`src/rivm_pkg.sv`:
```
package rivm_pkg;
    localparam int RIVM_ADDR_W = 16;
    localparam int RIVM_NUM_IRQ = 30;
    localparam int RIVM_IDX_W = 5;
    // Vector addresses in program words
    localparam logic [15:0] RIVM_RESET_ADDR = 16'h0000;
    localparam logic [15:0] RIVM_TABLE_BASE = 16'h0002;
    localparam logic [15:0] RIVM_VEC_STEP = 16'h0002;
    localparam logic [15:0] RIVM_LAST_VEC = 16'h003C;
    localparam logic [15:0] RIVM_VEC_START_APP = 16'h0001;
    localparam logic [15:0] RIVM_VEC_START_BOOT_OFS = 16'h0002;
    localparam logic [15:0] RIVM_BOOT_RESET_DEF = 16'h0C00;
    localparam logic RIVM_FUSE_PROGRAMMED = 1'b0;
    // Request bit positions (bit n maps to vector n+2)
    localparam int RIVM_IRQ_ACMP0 = 0;
    localparam int RIVM_IRQ_POWER_STAGE_FAULT_REQUEST = 4;
    localparam int RIVM_IRQ_POWER_STAGE_CYCLE_END_REQUEST = 5;
    localparam int RIVM_IRQ_EXT0 = 6;
    localparam int RIVM_IRQ_WTMR_CAPT = 10;
    localparam int RIVM_IRQ_NTMR_CMPA = 14;
    localparam int RIVM_IRQ_CAN = 17;
    localparam int RIVM_IRQ_LIN_TC = 19;
    localparam int RIVM_IRQ_PIN_CHANGE_REQUEST_0 = 21;
    localparam int RIVM_IRQ_SPI = 25;
    localparam int RIVM_IRQ_ADC = 26;
    localparam int RIVM_IRQ_WDOG = 27;
    localparam int RIVM_IRQ_EEPROM = 28;
    localparam int RIVM_IRQ_PSTORE = 29;
    localparam logic [15:0] RIVM_PC_RESET = 16'h0000;
endpackage

```
`src/rivm_vector_map.sv`:
```
`timescale 1ns/1ps
// Behaviour
// RULE1 - Vector 1 at 0x0000; every reset cause starts there unless fuse redirects.
// RULE2 - Comparator requests 0..3 dispatch to 0x0002, 0x0004, 0x0006, 0x0008.
// RULE3 - Power stage fault to 0x000A, cycle end to 0x000C.
// RULE4 - External requests 0..3 dispatch to 0x000E through 0x0014.
// RULE5 - Wide timer capture, compare A, compare B, overflow: 0x0016..0x001C.
// RULE6 - Narrow timer compare A, compare B, overflow: 0x001E..0x0022.
// RULE7 - CAN 0x0024, CAN timer overflow 0x0026, LIN done 0x0028, error 0x002A.
// RULE8 - Pin change requests 0..3 dispatch to 0x002C through 0x0032.
// RULE9 - SPI transfer complete to 0x0034, conversion complete to 0x0036.
// RULE10 - Watchdog 0x0038, EEPROM ready 0x003A, program store ready 0x003C.
// RULE11 - Programmed boot fuse (0) moves reset to boot reset address.
// RULE12 - Select bit set adds boot section start to each interrupt vector.
// RULE13 - Table starts at 0x001, or boot reset address plus 0x002.
// RULE14 - Software may reuse vector slots it never uses.
// RULE15 - Lowest vector address among pending enabled requests is serviced first.
module rivm_vector_map
    import rivm_pkg::*;
#(
    parameter int NUM_IRQ = RIVM_NUM_IRQ
) (
    input wire logic clk,
    input wire logic reset_n,
    input wire logic clk_en,
    input wire logic boot_reset_select_fuse,
    input wire logic vector_table_select_bit,
    input wire logic [RIVM_ADDR_W-1:0] boot_reset_addr,
    input wire logic [NUM_IRQ-1:0] irq_request,
    input wire logic irq_global_enable,
    input wire logic vector_ack,
    output logic vector_valid,
    output logic vector_is_reset,
    output logic [RIVM_IDX_W-1:0] vector_source,
    output logic [RIVM_ADDR_W-1:0] vector_addr,
    output logic [RIVM_ADDR_W-1:0] reset_addr,
    output logic [RIVM_ADDR_W-1:0] vector_table_start
);

    // The slot table is fixed by the vector map, so other sizes are refused
    if (NUM_IRQ != RIVM_NUM_IRQ) begin : g_bad_num_irq
        $error("rivm_vector_map: NUM_IRQ must match the vector table");
    end
    if (RIVM_TABLE_BASE + RIVM_VEC_STEP * (RIVM_NUM_IRQ - 1)
            != RIVM_LAST_VEC) begin : g_bad_last_slot
        $error("rivm_vector_map: last slot must be the final vector");
    end
    if ((1 << RIVM_IDX_W) <= NUM_IRQ) begin : g_bad_idx_w
        $error("rivm_vector_map: source index too narrow");
    end

    typedef enum logic [1:0] {
        rivm_st_fuse = 2'b00,
        rivm_st_boot = 2'b01,
        rivm_st_idle = 2'b10,
        rivm_st_offer = 2'b11
    } rivm_state_type;

    // Requests and the select bit come from logic on clk
    rivm_state_type state_r;
    rivm_state_type state_nxt;
    logic fuse_meta_r;
    logic fuse_sync_r;
    logic boot_fuse_r;
    logic boot_fuse_nxt;
    logic valid_r;
    logic valid_nxt;
    logic is_reset_r;
    logic is_reset_nxt;
    logic [RIVM_IDX_W-1:0] source_r;
    logic [RIVM_IDX_W-1:0] source_nxt;
    logic [RIVM_ADDR_W-1:0] addr_r;
    logic [RIVM_ADDR_W-1:0] addr_nxt;
    logic [RIVM_ADDR_W-1:0] reset_vec;
    logic [RIVM_ADDR_W-1:0] table_start;
    logic [RIVM_ADDR_W-1:0] irq_base;
    logic [RIVM_ADDR_W-1:0] slot_ofs [NUM_IRQ];
    logic [RIVM_IDX_W-1:0] win_idx;
    logic win_hit;

    // The fuse comes from outside the clock domain. These two flops carry
    // no reset so that they follow the fuse while reset is held; the value
    // has settled long before the state machine captures it.
    always_ff @(posedge clk) begin
        if (clk_en) begin
            fuse_meta_r <= boot_reset_select_fuse;
            fuse_sync_r <= fuse_meta_r;
        end
    end

    always_comb begin
        reset_vec = RIVM_RESET_ADDR; // RULE1
        if (boot_fuse_r == RIVM_FUSE_PROGRAMMED) begin
            reset_vec = boot_reset_addr; // RULE11
        end
        if (vector_table_select_bit) begin
            table_start = boot_reset_addr + RIVM_VEC_START_BOOT_OFS; // RULE13
            irq_base = boot_reset_addr; // RULE12
        end else begin
            table_start = RIVM_VEC_START_APP; // RULE13
            irq_base = RIVM_RESET_ADDR;
        end
    end

    // Offset of every interrupt slot from the section start (irq_base), table base included
    for (genvar g = 0; g < NUM_IRQ; g++) begin : g_slot
        assign slot_ofs[g] =
            RIVM_ADDR_W'(RIVM_TABLE_BASE + RIVM_VEC_STEP * g);
    end

    // Lowest index wins, which is also the lowest vector address
    always_comb begin
        win_hit = 1'b0;
        win_idx = '0;
        for (int i = NUM_IRQ - 1; i >= 0; i--) begin
            if (irq_request[i]) begin
                win_hit = 1'b1; // RULE15
                win_idx = RIVM_IDX_W'(i);
            end
        end
    end

    // The fuse is caught once, one cycle after release, so a fuse that
    // moves later cannot move reset_addr away from the reset vector offered.
    // The reset vector is offered once; requests wait until it is taken.
    always_comb begin
        state_nxt = state_r;
        boot_fuse_nxt = boot_fuse_r;
        valid_nxt = valid_r;
        is_reset_nxt = is_reset_r;
        source_nxt = source_r;
        addr_nxt = addr_r;
        case (state_r)
            rivm_st_fuse: begin
                boot_fuse_nxt = fuse_sync_r;
                valid_nxt = 1'b0;
                state_nxt = rivm_st_boot;
            end
            rivm_st_boot: begin
                valid_nxt = 1'b1;
                is_reset_nxt = 1'b1;
                source_nxt = '0;
                addr_nxt = reset_vec; // RULE1 RULE11
                state_nxt = rivm_st_offer;
            end
            rivm_st_offer: begin
                // Vector stands until the core takes it
                if (vector_ack) begin
                    valid_nxt = 1'b0;
                    state_nxt = rivm_st_idle;
                end
            end
            rivm_st_idle: begin
                // Requests are not latched: the peripheral holds its flag
                if (irq_global_enable && win_hit) begin
                    valid_nxt = 1'b1;
                    is_reset_nxt = 1'b0;
                    source_nxt = win_idx; // RULE15
                    // RULE2 RULE3 RULE4 RULE5 RULE6 RULE7 RULE8 RULE9 RULE10
                    addr_nxt = irq_base + slot_ofs[win_idx]; // RULE12
                    state_nxt = rivm_st_offer;
                end
            end
            default: begin
                valid_nxt = 1'b0;
                state_nxt = rivm_st_fuse;
            end
        endcase
    end

    always_ff @(posedge clk or negedge reset_n) begin
        if (!reset_n) begin
            state_r <= rivm_st_fuse;
            boot_fuse_r <= ~RIVM_FUSE_PROGRAMMED;
            valid_r <= 1'b0;
            is_reset_r <= 1'b0;
            source_r <= '1;
            addr_r <= RIVM_PC_RESET;
        end else if (clk_en) begin
            state_r <= state_nxt;
            boot_fuse_r <= boot_fuse_nxt;
            valid_r <= valid_nxt;
            is_reset_r <= is_reset_nxt;
            source_r <= source_nxt;
            addr_r <= addr_nxt;
        end
    end

    // The vector outputs come straight from flops; reset_addr is decoded from the caught fuse
    assign vector_valid = valid_r;
    assign vector_is_reset = is_reset_r;
    assign vector_source = source_r;
    assign vector_addr = addr_r;
    assign reset_addr = reset_vec;
    // Table start is a level view of the current placement
    assign vector_table_start = table_start;

endmodule

```
`config.mk`:
```
export PLATFORM = sky130hd
export DESIGN_NAME = rivm_vector_map
export DESIGN_NICKNAME = d
export VERILOG_FILES = /design/src/rivm_pkg.sv /design/src/rivm_vector_map.sv
export SDC_FILE = /design/constraint.sdc
export NUM_CORES = 1
export LEC_CHECK = 0
export BUFFER_PORTS_ARGS = -buffer_cell sky130_fd_sc_hd__buf_2
export CAP_MARGIN = 20
export CORE_MARGIN = 3
export CORE_UTILIZATION = 45
export CTS_CLUSTER_SIZE = 16
export DETAILED_ROUTE_END_ITERATION = 10
export GPL_TIMING_DRIVEN = 0
export PLACE_DENSITY = 0.85
export SLEW_MARGIN = 40
export SYNTH_ARGS = -nofsm -noshare
export SYNTH_HDL_FRONTEND = slang
export SYNTH_SLANG_ARGS = --single-unit
```
`constraint.sdc`:
```
create_clock -name clk -period 1.9 [get_ports clk]
set_input_delay 0.38 -clock clk [delete_from_list [all_inputs] [get_ports clk]]
set_output_delay 0.38 -clock clk [all_outputs]
set_load 0.01 [all_outputs]
```
Word-level counts from Yosys, hierarchy flattened

Memory sizes are Yosys's and may differ from the RTL's.
Cells that the tools add are included.

Bitwise gates (word level): 1
Div/mod/pow operators: 0
Reduce and logical (&&, ||, !) cells: 6
Multiplexer cells: 77
Multiply operators: 0
Shifts and indexed selects: 0
Magnitude comparators: 1
Equality and inequality tests: 5
Add/subtract/negate cells: 2

Operator list:

| operator                | number |
|---|---|
| $mux W5                 | 31 |
| $mux W16                | 6 |
| $mux W1                 | 33 |
| $pmux W16 S2            | 1 |
| $add A16 B16 Y16        | 1 |
| $add A16 B2 Y16 const B | 1 |
| $pmux W5 S2             | 1 |
| $pmux W2 S4             | 1 |
| $ge A6 B6 Y1 const B    | 1 |
| $not A5 Y6              | 1 |
| $reduce_and A3 Y1       | 2 |
| $eq A2 B2 Y1 const B    | 2 |
| $mux W2                 | 2 |
| $ne A2 B2 Y1 const B    | 2 |
| $pmux W1 S4             | 1 |
| $eq A2 B1 Y1 const B    | 1 |
| $logic_not A2 Y1        | 1 |
| $pmux W1 S2             | 1 |
| $reduce_and A2 Y1       | 1 |
| $reduce_bool A2 Y1      | 1 |
| $logic_and A1 B1 Y1     | 1 |

Memory bits (writable): 0
Latch bits: 0
Register bits after elaboration: 28
Memories: 1
Logic and storage cells: 101
Bits in read-only memories: 512

Memories:

| name            | depth | width | rd ports | clocked after memory_dff | write ports | RTL line               | source |
|---|---|---|---|---|---|---|---|
| (no name shown) | 32    | 16    | 1        | 0                        | 0           | rivm_vector_map.sv:160 | `addr_nxt = irq_base + slot_ofs[win_idx];` |

Logic depth before layout (Yosys ltp)

Gate-level depths: netlist of the first run.

Word-level depth: 37
Mapped depth: 16

Worst setup path after synthesis of the first run

Ideal clock, no wire load.

Kind: input to register
From: input irq_request[13]
To: register addr_r[8] (netlist: vector_addr[8])
Stages on the path: 15
Arrival time: 3145 ps
Buffers on the path: 0
Setup time: 125 ps
Path slack: -1370 ps
Required time: 1775 ps
Cell sequence: or3_1 -> nor4_1 -> a221oi_1 -> o21bai_1 -> inv_1 -> ha_1 -> inv_1 -> o21ai_1 -> ha_1 -> a211oi_1 -> o21bai_1 -> a21o_1 -> nor4b_1 -> a221oi_1 -> o21ai_2

Longest elaborated chain between the ends: 21

RTL lines:

| item                                         | RTL line               | source |
|---|---|---|
| start, declared                              | rivm_vector_map.sv:29  | `input wire logic [NUM_IRQ-1:0] irq_request,` |
| $mux W5 (14 in series)                       | rivm_vector_map.sv:116 | `if (irq_request[i]) begin` |
| $not A5 Y6 (not written as such)             | rivm_vector_map.sv:160 |  |
| $mem_v2 Z32 W16                              | --                     |  |
| $mux W16 (not written as such) (2 in series) | rivm_vector_map.sv:160 |  |
| $add A16 B16 Y16                             | rivm_vector_map.sv:160 |  |
| $mux W16                                     | rivm_vector_map.sv:155 | `if (irq_global_enable && win_hit) begin` |
| $pmux W16 S2                                 | rivm_vector_map.sv:133 | `case (state_r)` |
| end signal, assigned                         | rivm_vector_map.sv:185 | `addr_r <= addr_nxt;` |
| end, declared                                | rivm_vector_map.sv:72  | `logic [RIVM_ADDR_W-1:0] addr_r;` |

Parallel ways exist; a longest one is shown, timed or not. The select of a mux whose other input is x is not followed.
A chain may end at the register's enable or synchronous reset.

Final worst setup path of the first run

From: input irq_request[19]
To: register addr_r[6] (netlist: vector_addr[6])

Longest elaborated chain between the ends: 27

RTL lines:

| item                                         | RTL line |
|---|---|
| $mux W5 (20 in series)                       | rivm_vector_map.sv:116 |
| $not A5 Y6 (not written as such)             | rivm_vector_map.sv:160 |
| $mem_v2 Z32 W16                              | -- |
| $mux W16 (not written as such) (2 in series) | rivm_vector_map.sv:160 |
| $add A16 B16 Y16                             | rivm_vector_map.sv:160 |
| $mux W16                                     | rivm_vector_map.sv:155 |
| $pmux W16 S2                                 | rivm_vector_map.sv:133 |

Parallel ways exist; a longest one is shown, timed or not. The select of a mux whose other input is x is not followed.

==> metrics, run 1 <==
Reg clk slew, reported paths=0.09 ns; Initial DRT Pass Iterations=7; I/O pin count=108; startpoint types=primary input; grt total ovfl=0; Synth top area share=a little under a fifth; most common cell after layout, fill and taps aside=buf_2; PwrDens=between 700 and 800 nW/um^2; crit end category=register; Synthesis Warnings=0; vias in the first global route=approximately 3200; EDFF count, synth=2; final antenna-violating net count=0; dpl cells=500; Worst Path Required=about 2.1 ns; Synth area leaders=dfrtp_1, dfstp_2, ha_1; Antenna diodes=0; PortBufs=about 100; Gate Count Post-Synth=approximately 320; largest net degree at the start of global routing=27; initial antenna violation count=0; clk buf depth=2; all-layer global routing usage=between 20% and 30%; RR Startpoint=state_r[0]; Design Area, Final=between 4000 and 5000 sq um; Via-to-Cell Ratio=roughly 6.2; setup TNS=-17.83 ns; crit path time final=~3.3 ns; H-Tree Level Count=1; DP Wirelength=6080 um; ys async rst share=between 90% and 100%; Synth Cell Area=between 2000 and 3000 sq um; drc violations=0; Critical Path AT=around 3.5 ns; CTS hold repair buffers=0; layout cell share with drive strength beyond 1=57.4%; Netlist cell types=between 60 and 70; Post-Synthesis Net Count=between 300 and 400; Final period util=172%; Sink Count=28; Syn-to-layout area delta=68.2%; die area=between 6000 and 7000 sq um; Slew HR=39.6%; cells on worst reg2reg path=6; clk_lat worst skew=approximately 0.27 ns; Setup CP Type=primary input to register; Slew Limit Fails=0; Worst-Margin Slew=0.903 ns; Non-Filler Instances=between 500 and 600; largest fanout on the critical path=3; Peak Freq=roughly 300 MHz; initial core utilization=a little under half; final setup fails=21; sequential fraction of the synthesis area=a little over a quarter; PnR worst setup slack=-1.37 ns; commonest non-fill, non-tap cells in the layout=buf_2, buf_4, nand2_1; syn avg cell area=around 8.3 sq um; static leakage=between 0.0015 and 0.002 uW; area leader, netlist=dfrtp_1; RR Endpoint=vector_addr[13]; TritonCTS clock tree=built; failing checks=negative setup slack; first-pass GRT wire length=between 15000 and 20000 um; Final Hold Fails=0; clk_skew=0.00271 ns; via count=roughly 3400; Synth Flop Type=dfrtp_1; status=finished, violations left; Num CTS Buffers=3; DR WL/cell=a little under 20 um; Hold WC Path Type=primary input to async pin; RSZ-0062 raised after global routing=yes; register bit total from synthesis=28; Rows=27; core area=between 5000 and 6000 sq um; WL final=10900 um; Max VDD drop=around 0.00065 V; Die W=a little over 80 um; placed cell area=about 3300 sq um; R2R setup slack=-0.14 ns; initial drt markers=286; die height=~83 um; Max Cap Viol=0; Root Buffer=clkbuf_8; Routability Congestion=between 0.9 and 1; # nets final=approximately 540
worst max-delay path by stage:
stage,cells past startpoint,slack [ns],start,endpoint
3_5_place_dp,16,-1.85,irq_request[23],vector_addr[8]
5_1_grt,17,-1.49,irq_request[19],vector_addr[6]
3_3_place_gp,16,-1.79,irq_request[23],vector_addr[8]
6_report,17,-1.37,irq_request[19],vector_addr[6]
2_1_floorplan,14,-1.25,irq_request[13],vector_addr[12]
4_1_cts,16,-1.17,irq_request[19],vector_addr[8]
where the power goes:
group	total (uW)	leakage, uW	internal [uW]	switching, uW
logic	2080	0.00158	911	1170
registers	974	0.000320	839	135
clock network	337	0.0000228	151	186
total	3390	0.00192	1900	1490
routing by layer:
layer / vias to the layer above / GRT usage, % / part of all wire, %
met5: - / 0 / 0
met4: 0 / 9.51 / 5.2
met2: 220 / 46.6 / 49
li1: 1495 / - / -
met1: 1598 / 34.2 / 38
met3: 63 / 2.78 / 7.9
stage by stage:
stage               utilization (%)  hold slack (ns)  power [uW]  worst slack (ns)
global placement               59.0            0.403        2420             -1.79
finish                         79.9           0.0957        3390             -1.37
detailed placement             59.0            0.409        2470             -1.85
CTS                            70.6            0.107        2980             -1.17
floorplan                         -           0.0844        1910             -1.25
global route                   79.9            0.131        3570             -1.49
cell families (layout without fill, tap and decap cells):
family	Yosys count	in the layout	synth area share, %
AOI/OAI and AO/OA	94	95	25.4
muxes	7	7	2.89
buffers and inverters	22	173	4.53
DFF	28	28	26.8
and+or+nand+nor	150	150	30.8
adders and majority gates	13	13	6.35
xor gates and xnor gates	10	10	3.27
cell type report:
cell class	count	area, sq um
clock buffer	4	45.0
sequential	28	718
buffer	10	96.3
fill	307	1130
tap	72	90.1
timing repair buffer	148	1000
inverter	11	45.0
multi-input combinational	275	2510
state kept, by name, indices dropped and copies added (netlist names):
name / cells
vector_addr: 16
vector_source: 5
state_r: 2
boot_fuse_r: 1
fuse_meta_r: 1
fuse_sync_r: 1
vector_is_reset: 1
vector_valid: 1
synthesized netlist by cell type (7+ instances only):
library cell	n
nand3_1	14
nor2b_1	17
a21oi_1	13
o21ai_0	20
inv_1	10
ha_1	12
dfrtp_1	20
or3_1	7
and2_1	17
nand2_1	34
o21ai_2	8
nor2_1	28
worst max-delay path: stages:
cell and delay [ns]:
buf_8 0.09, or3_1 0.36, o211ai_1 0.32, a221oi_2 0.14, o21bai_2 0.21, inv_2 0.08, ha_4 0.27, inv_4 0.04
o21ai_4 0.19, ha_4 0.25, a211oi_4 0.26, o21bai_1 0.12, a21o_1 0.22, buf_4 0.16, o21ai_2 0.17, a32oi_2 0.10
o21ai_2 0.13
repair_timing:
action / CTS / global route
endpoints found under the setup margin: 31 / 32
resized for setup: 98 / 67
setup buffers: 23 / 21
cloned: 0 / 3
pin swaps: 50 / 31
endpoints found under the hold margin: 0 / 0
Power figures use the tool's default switching activity.
==> inputs of run 2 (changes only) <==
--- a/config.mk
+++ b/config.mk
@@ -6,9 +6,10 @@
 export NUM_CORES = 1
 export LEC_CHECK = 0
 export BUFFER_PORTS_ARGS = -buffer_cell sky130_fd_sc_hd__buf_2
-export CAP_MARGIN = 20
+export CELL_PAD_IN_SITES_DETAIL_PLACEMENT = 1
+export CELL_PAD_IN_SITES_GLOBAL_PLACEMENT = 2
 export CORE_MARGIN = 3
-export CORE_UTILIZATION = 45
+export CORE_UTILIZATION = 25
 export CTS_CLUSTER_SIZE = 16
 export DETAILED_ROUTE_END_ITERATION = 10
 export GPL_TIMING_DRIVEN = 0
==> run 2 against run 1 <==
Net effect:
- the flow still finishes with violations (negative setup slack)
- final cell count up 13%
- clock-buffer cell count down 1
- cell area up 2.5%
- largest cell class unchanged
- largest power group unchanged
==> metrics, run 2 (synthesis gave the netlist of run 1 again) <==
DP Wirelength=7430 um (was 6080 um); Max VDD drop=0.000394 V (was 0.000654 V); initial core utilization=25.8% (was 47.5%); Tot Pwr=3550 uW (was 3390 uW); Routability Congestion=0.826 (was 0.932); commonest non-fill, non-tap cells in the layout=buf_2, buf_4, nand2_1, nor2_1, dfrtp_1 (was buf_2, buf_4, nand2_1); die area=12000 sq um (was 6920 sq um); Final period util=165% (was 172%); clk buf depth=2 (unchanged); Peak Freq=319 MHz (was 306 MHz); grt total ovfl=0 (unchanged); via count=3111 (was 3376); clk_skew=0.00123 ns (was 0.00271 ns); first-pass GRT wire length=16100 um (was 15500 um); static leakage=0.00198 uW (was 0.00192 uW); Worst-Margin Slew=0.871 ns (was 0.903 ns); PnR worst setup slack=-1.23 ns (was -1.37 ns); cells on worst reg2reg path=6 (unchanged); Fillers=1228 (was 307); Critical Path AT=3.34 ns (was 3.48 ns); layout cell share with drive strength beyond 1=58.2% (was 57.4%); final antenna-violating net count=0 (unchanged); PwrDens=769 nW/um^2 (was 752 nW/um^2); Initial DRT Pass Iterations=4 (was 7); RSZ-0062 raised after global routing=yes (unchanged); CP endpoint=vector_addr[10] (was vector_addr[6]); most common cell after layout, fill and taps aside=buf_2 (unchanged); Syn-to-layout area delta=72.4% (was 68.2%); # nets final=548 (was 543); die height=110 um (was 83.2 um); number of flip-flops in the largest register=16 (unchanged); I/O pin count=108 (unchanged); Sink Count=28 (unchanged); RR Endpoint=vector_addr[9] (was vector_addr[13]); Slew HR=41.7% (was 39.6%); Hold WC Path Type=primary input to async pin (unchanged); Final Hold Fails=0 (unchanged); largest net degree at the start of global routing=27 (unchanged); WL final=11000 um (was 10900 um); status=finished, violations left (unchanged); placed cell area=3410 sq um (was 3330 sq um); H-Tree Level Count=1 (unchanged); Slew Limit Fails=0 (unchanged); Antenna diodes=0 (unchanged); Num CTS Buffers=3 (unchanged); initial antenna violation count=0 (unchanged); PortBufs=104 (unchanged); Design Area, Final=4620 sq um (was 4510 sq um); startpoint types=primary input (unchanged); Crit. Startpoint=irq_request[19] (unchanged); all-layer global routing usage=16.7% (was 26.7%); vias in the first global route=3132 (was 3157); Via-to-Cell Ratio=5.04 (was 6.16); clk_lat worst skew=0.29 ns (was 0.27 ns); RR Startpoint=state_r[0] (unchanged); Die W=110 um (was 83.2 um); initial drt markers=118 (was 286); crit path time final=3.13 ns (was 3.27 ns); CTS hold repair buffers=0 (unchanged); Root Buffer=clkbuf_8 (unchanged); hold slack=0.0843 ns (was 0.0957 ns); drc violations=0 (unchanged); Worst Path Required=2.11 ns (about the same); R2R setup slack=-0.23 ns (was -0.14 ns); final setup fails=14 (was 21); TritonCTS clock tree=built (unchanged); Rows=37 (was 27); Max Cap Viol=0 (unchanged); crit end category=register (unchanged); core area=10400 sq um (was 5640 sq um); failing checks=negative setup slack (unchanged); DR WL/cell=17.8 um (was 19.9 um); Reg clk slew, reported paths=0.10 ns (was 0.09 ns); largest fanout on the critical path=4 (was 3); Setup CP Type=primary input to register (unchanged)
[run 2: timing repair]
item,CTS,global route
gates cloned,0,3
pin swaps,45,49
setup endpoints to repair,39,36
setup buffers,23,27
resized for setup,93,75
[run 2: power by group]
group          switching [uW]  internal (uW)
Sequential                136            838
Clock                     203            283
Combinational            1150            948
Total                    1480           2070
[run 2: critical path, stage by stage]
cell and delay [ns]:
buf_8 0.10, or3_1 0.36, o211ai_1 0.26, a221oi_2 0.11, o21bai_2 0.19, inv_2 0.08, ha_4 0.18, a21oi_1 0.17
a41oi_2 0.09, ha_4 0.36, o21ai_4 0.07, o21ai_2 0.17, nand2_2 0.09, or4b_1 0.54, a31oi_1 0.20
[run 2: how the worst min path moves through the flow]
| stage | depth (start not counted) | to | slack, ns | startpoint |
|---|---|---|---|---|
| 2_1_floorplan | 0 | state_r[0] | 0.08 | reset_n |
| 3_3_place_gp | 1 | vector_valid | 0.40 | reset_n |
| 3_5_place_dp | 1 | state_r[1] | 0.41 | reset_n |
| 4_1_cts | 1 | state_r[1] | 0.1 | reset_n |
| 5_1_grt | 1 | state_r[0] | 0.13 | reset_n |
| 6_report | 1 | vector_valid | 0.08 | reset_n |
[run 2: per-stage QoR]
stage                     instances  setup WS (ns)  utilization, %  setup TNS (ns)
after global placement          564          -1.86            32.9          -27.36
after floorplan                 324          -1.25               -          -14.86
after detailed placement        564          -1.92            32.9          -28.78
final                           617          -1.23            44.5          -14.93
after CTS                       590          -1.18            39.2          -14.73
after global routing            617          -1.41            44.5          -17.50
[run 2: cell type report]
class | count | area [sq um] | area share (%)
Tap cell | 136 | 170 | 3.68
Multi-Input combinational cell | 274 | 2460 | 53.3
Inverter | 11 | 45.0 | 0.975
Sequential cell | 28 | 719 | 15.6
Buffer | 10 | 95.1 | 2.06
Timing Repair Buffer | 154 | 1060 | 22.9
Clock buffer | 3 | 41.3 | 0.894
Clock inverter | 1 | 30.0 | 0.650
[run 2: per-layer routing]
metal,GRT usage [%],part of all wire (%),vias to the layer above
li1,-,-,1494
met1,22.4,44,1546
met2,29.5,53,65
met3,1.29,3.0,6
met4,3.12,0.81,0
met5,0,0,-
==> inputs of run 3 (changes only) <==
--- a/config.mk
+++ b/config.mk
@@ -14,6 +14,7 @@
 export DETAILED_ROUTE_END_ITERATION = 10
 export GPL_TIMING_DRIVEN = 0
 export PLACE_DENSITY = 0.85
+export SKIP_LAST_GASP = 1
 export SLEW_MARGIN = 40
 export SYNTH_ARGS = -nofsm -noshare
 export SYNTH_HDL_FRONTEND = slang
==> run 3 against run 2 <==
Net effect:
- the run still ends with negative setup slack left
- highest routed layer unchanged
- fmax about the same
- global-route usage down 0.21 points
- largest power group unchanged
- clock power is 2% lower
==> metrics, run 3 (synthesis gave the netlist of run 1 again) <==
status=finished, violations left (unchanged); failing checks=negative setup slack (unchanged); Root Buffer=clkbuf_8 (unchanged); Worst Path Required=2.11 ns (about the same); layout cell share with drive strength beyond 1=58.2% (unchanged); Initial DRT Pass Iterations=4 (unchanged); static leakage=0.00197 uW (was 0.00198 uW); most common cell after layout, fill and taps aside=buf_2 (unchanged); PnR worst setup slack=-1.23 ns (about the same); Via-to-Cell Ratio=5.06 (was 5.04); vias in the first global route=3113 (was 3132); Hold WC Path Type=primary input to async pin (unchanged); hold slack=0.0832 ns (was 0.0843 ns); first-pass GRT wire length=16000 um (was 16100 um); all-layer global routing usage=16.5% (was 16.7%); TritonCTS clock tree=built (unchanged); Critical Path AT=3.34 ns (about the same); largest net degree at the start of global routing=27 (unchanged); drc violations=0 (unchanged); PortBufs=104 (unchanged); core area=10400 sq um (unchanged); # nets final=548 (unchanged); DP Wirelength=7430 um (unchanged); CTS hold repair buffers=0 (unchanged); Worst-Margin Slew=0.860 ns (was 0.871 ns); Num CTS Buffers=3 (unchanged); grt total ovfl=0 (unchanged); I/O pin count=108 (unchanged); clk_lat worst skew=0.28 ns (was 0.29 ns); DR WL/cell=17.7 um (was 17.8 um); switching portion of total power=41.8% (about the same); crit end category=register (unchanged); final setup fails=14 (unchanged); Antenna diodes=0 (unchanged); Max VDD drop=0.000392 V (was 0.000394 V); Routability Congestion=0.826 (unchanged); die area=12000 sq um (unchanged); dpl ws=-1.92 ns (unchanged); Final period util=165% (about the same); Peak Freq=319 MHz (about the same); commonest non-fill, non-tap cells in the layout=buf_2, buf_4, nand2_1, nor2_1, dfrtp_1 (unchanged); Max Cap Viol=0 (unchanged); PwrDens=769 nW/um^2 (about the same); initial drt markers=71 (was 118); H-Tree Level Count=1 (unchanged); crit path time final=3.13 ns (about the same); Die W=110 um (unchanged); final antenna-violating net count=0 (unchanged); Slew Limit Fails=0 (unchanged); Tot Pwr=3540 uW (was 3550 uW); Psw=1480 uW (about the same); Final Hold Fails=0 (unchanged); clock network power share=13.5% (was 13.7%); clk buf depth=2 (unchanged); Slew HR=42.4% (was 41.7%); number of flip-flops in the largest register=16 (unchanged); Syn-to-layout area delta=71.7% (was 72.4%); RSZ-0062 raised after global routing=yes (unchanged); WL final=10900 um (was 11000 um); Seq pwr share=27.6% (was 27.4%); initial core utilization=25.8% (unchanged); Rows=37 (unchanged); Pint=2060 uW (was 2070 uW); Reg clk slew, reported paths=0.10 ns (about the same); die height=110 um (unchanged); via count=3119 (was 3111); startpoint types=primary input (unchanged); clk_skew=0.00122 ns (was 0.00123 ns); initial antenna violation count=0 (unchanged); logic gate share of total power=58.9% (about the same); Sink Count=28 (unchanged); Setup CP Type=primary input to register (unchanged); largest fanout on the critical path=4 (unchanged)
[run 3: cell counts in the layout (fill, tap and decap cells not counted)]
Identical to the previous run, type by type.
[run 3: critical path, stage by stage]
cell	delay, ns
buf_8	0.10
or3_1	0.36
o211ai_1	0.26
a221oi_2	0.11
o21bai_2	0.19
inv_2	0.08
ha_4	0.18
a21oi_1	0.17
a41oi_2	0.08
ha_4	0.35
o21ai_4	0.07
o21ai_2	0.17
nand2_2	0.09
or4b_1	0.54
a31oi_1	0.20
[run 3: per-stage QoR]
step	cell area (sq um)	std cells	util, %	setup TNS, ns
after global placement	3410	564	32.9	-27.36
final	4600	617	44.4	-15.01
after global routing	4600	617	44.4	-17.66
after detailed placement	3410	564	32.9	-28.78
after floorplan	2720	324	-	-14.86
after CTS	4050	590	39.1	-14.83
[run 3: power by group through the flow]
stage / Clock [uW] / Sequential [uW] / Combinational [uW]
3_5_place_dp: 0 / 990 / 1540
6_report: 478 / 975 / 2090
2_1_floorplan: 0 / 1060 / 855
5_1_grt: 513 / 1000 / 2260
4_1_cts: 489 / 979 / 1720
3_3_place_gp: 0 / 973 / 1500
[run 3: final cells by class]
cell class | instances | area, sq um
Sequential cell | 28 | 718
Fill cell | 1232 | 5770
Buffer | 10 | 91.3
Multi-Input combinational cell | 274 | 2460
Clock inverter | 1 | 30.0
Clock buffer | 3 | 41.3
Tap cell | 136 | 170
Timing Repair Buffer | 154 | 1050
Inverter | 11 | 45.0
[run 3: routing by layer]
layer / share of wire [%] / track usage (%) / up-vias
li1: - / - / 1496
met1: 44 / 22.1 / 1560
met2: 53 / 29.0 / 56
met3: 2.7 / 1.29 / 7
met4: 0.98 / 3.12 / 0
met5: 0 / 0 / -
[run 3: repair_timing]
action,CTS,global route
buffers inserted,23,26
setup endpoints to repair,39,32
gates cloned,0,3
pin swaps,45,51
gates resized for setup,92,72
[run 3: worst paths after layout]
kind | start | end | slack, ns | depth (start not counted)
setup / recovery | irq_request[19] | vector_addr[10] | -1.23 | 15
hold / removal | reset_n | state_r[1] | 0.08 | 1
setup reg to reg | state_r[0] | vector_addr[9] | -0.22 | 6
hold reg to reg | fuse_meta_r | fuse_sync_r | 0.46 | 0
max in group asynchronous | reset_n | vector_addr[1] | 1.44 | 1
min in group clk | boot_reset_select_fuse | fuse_meta_r | 0.27 | 1
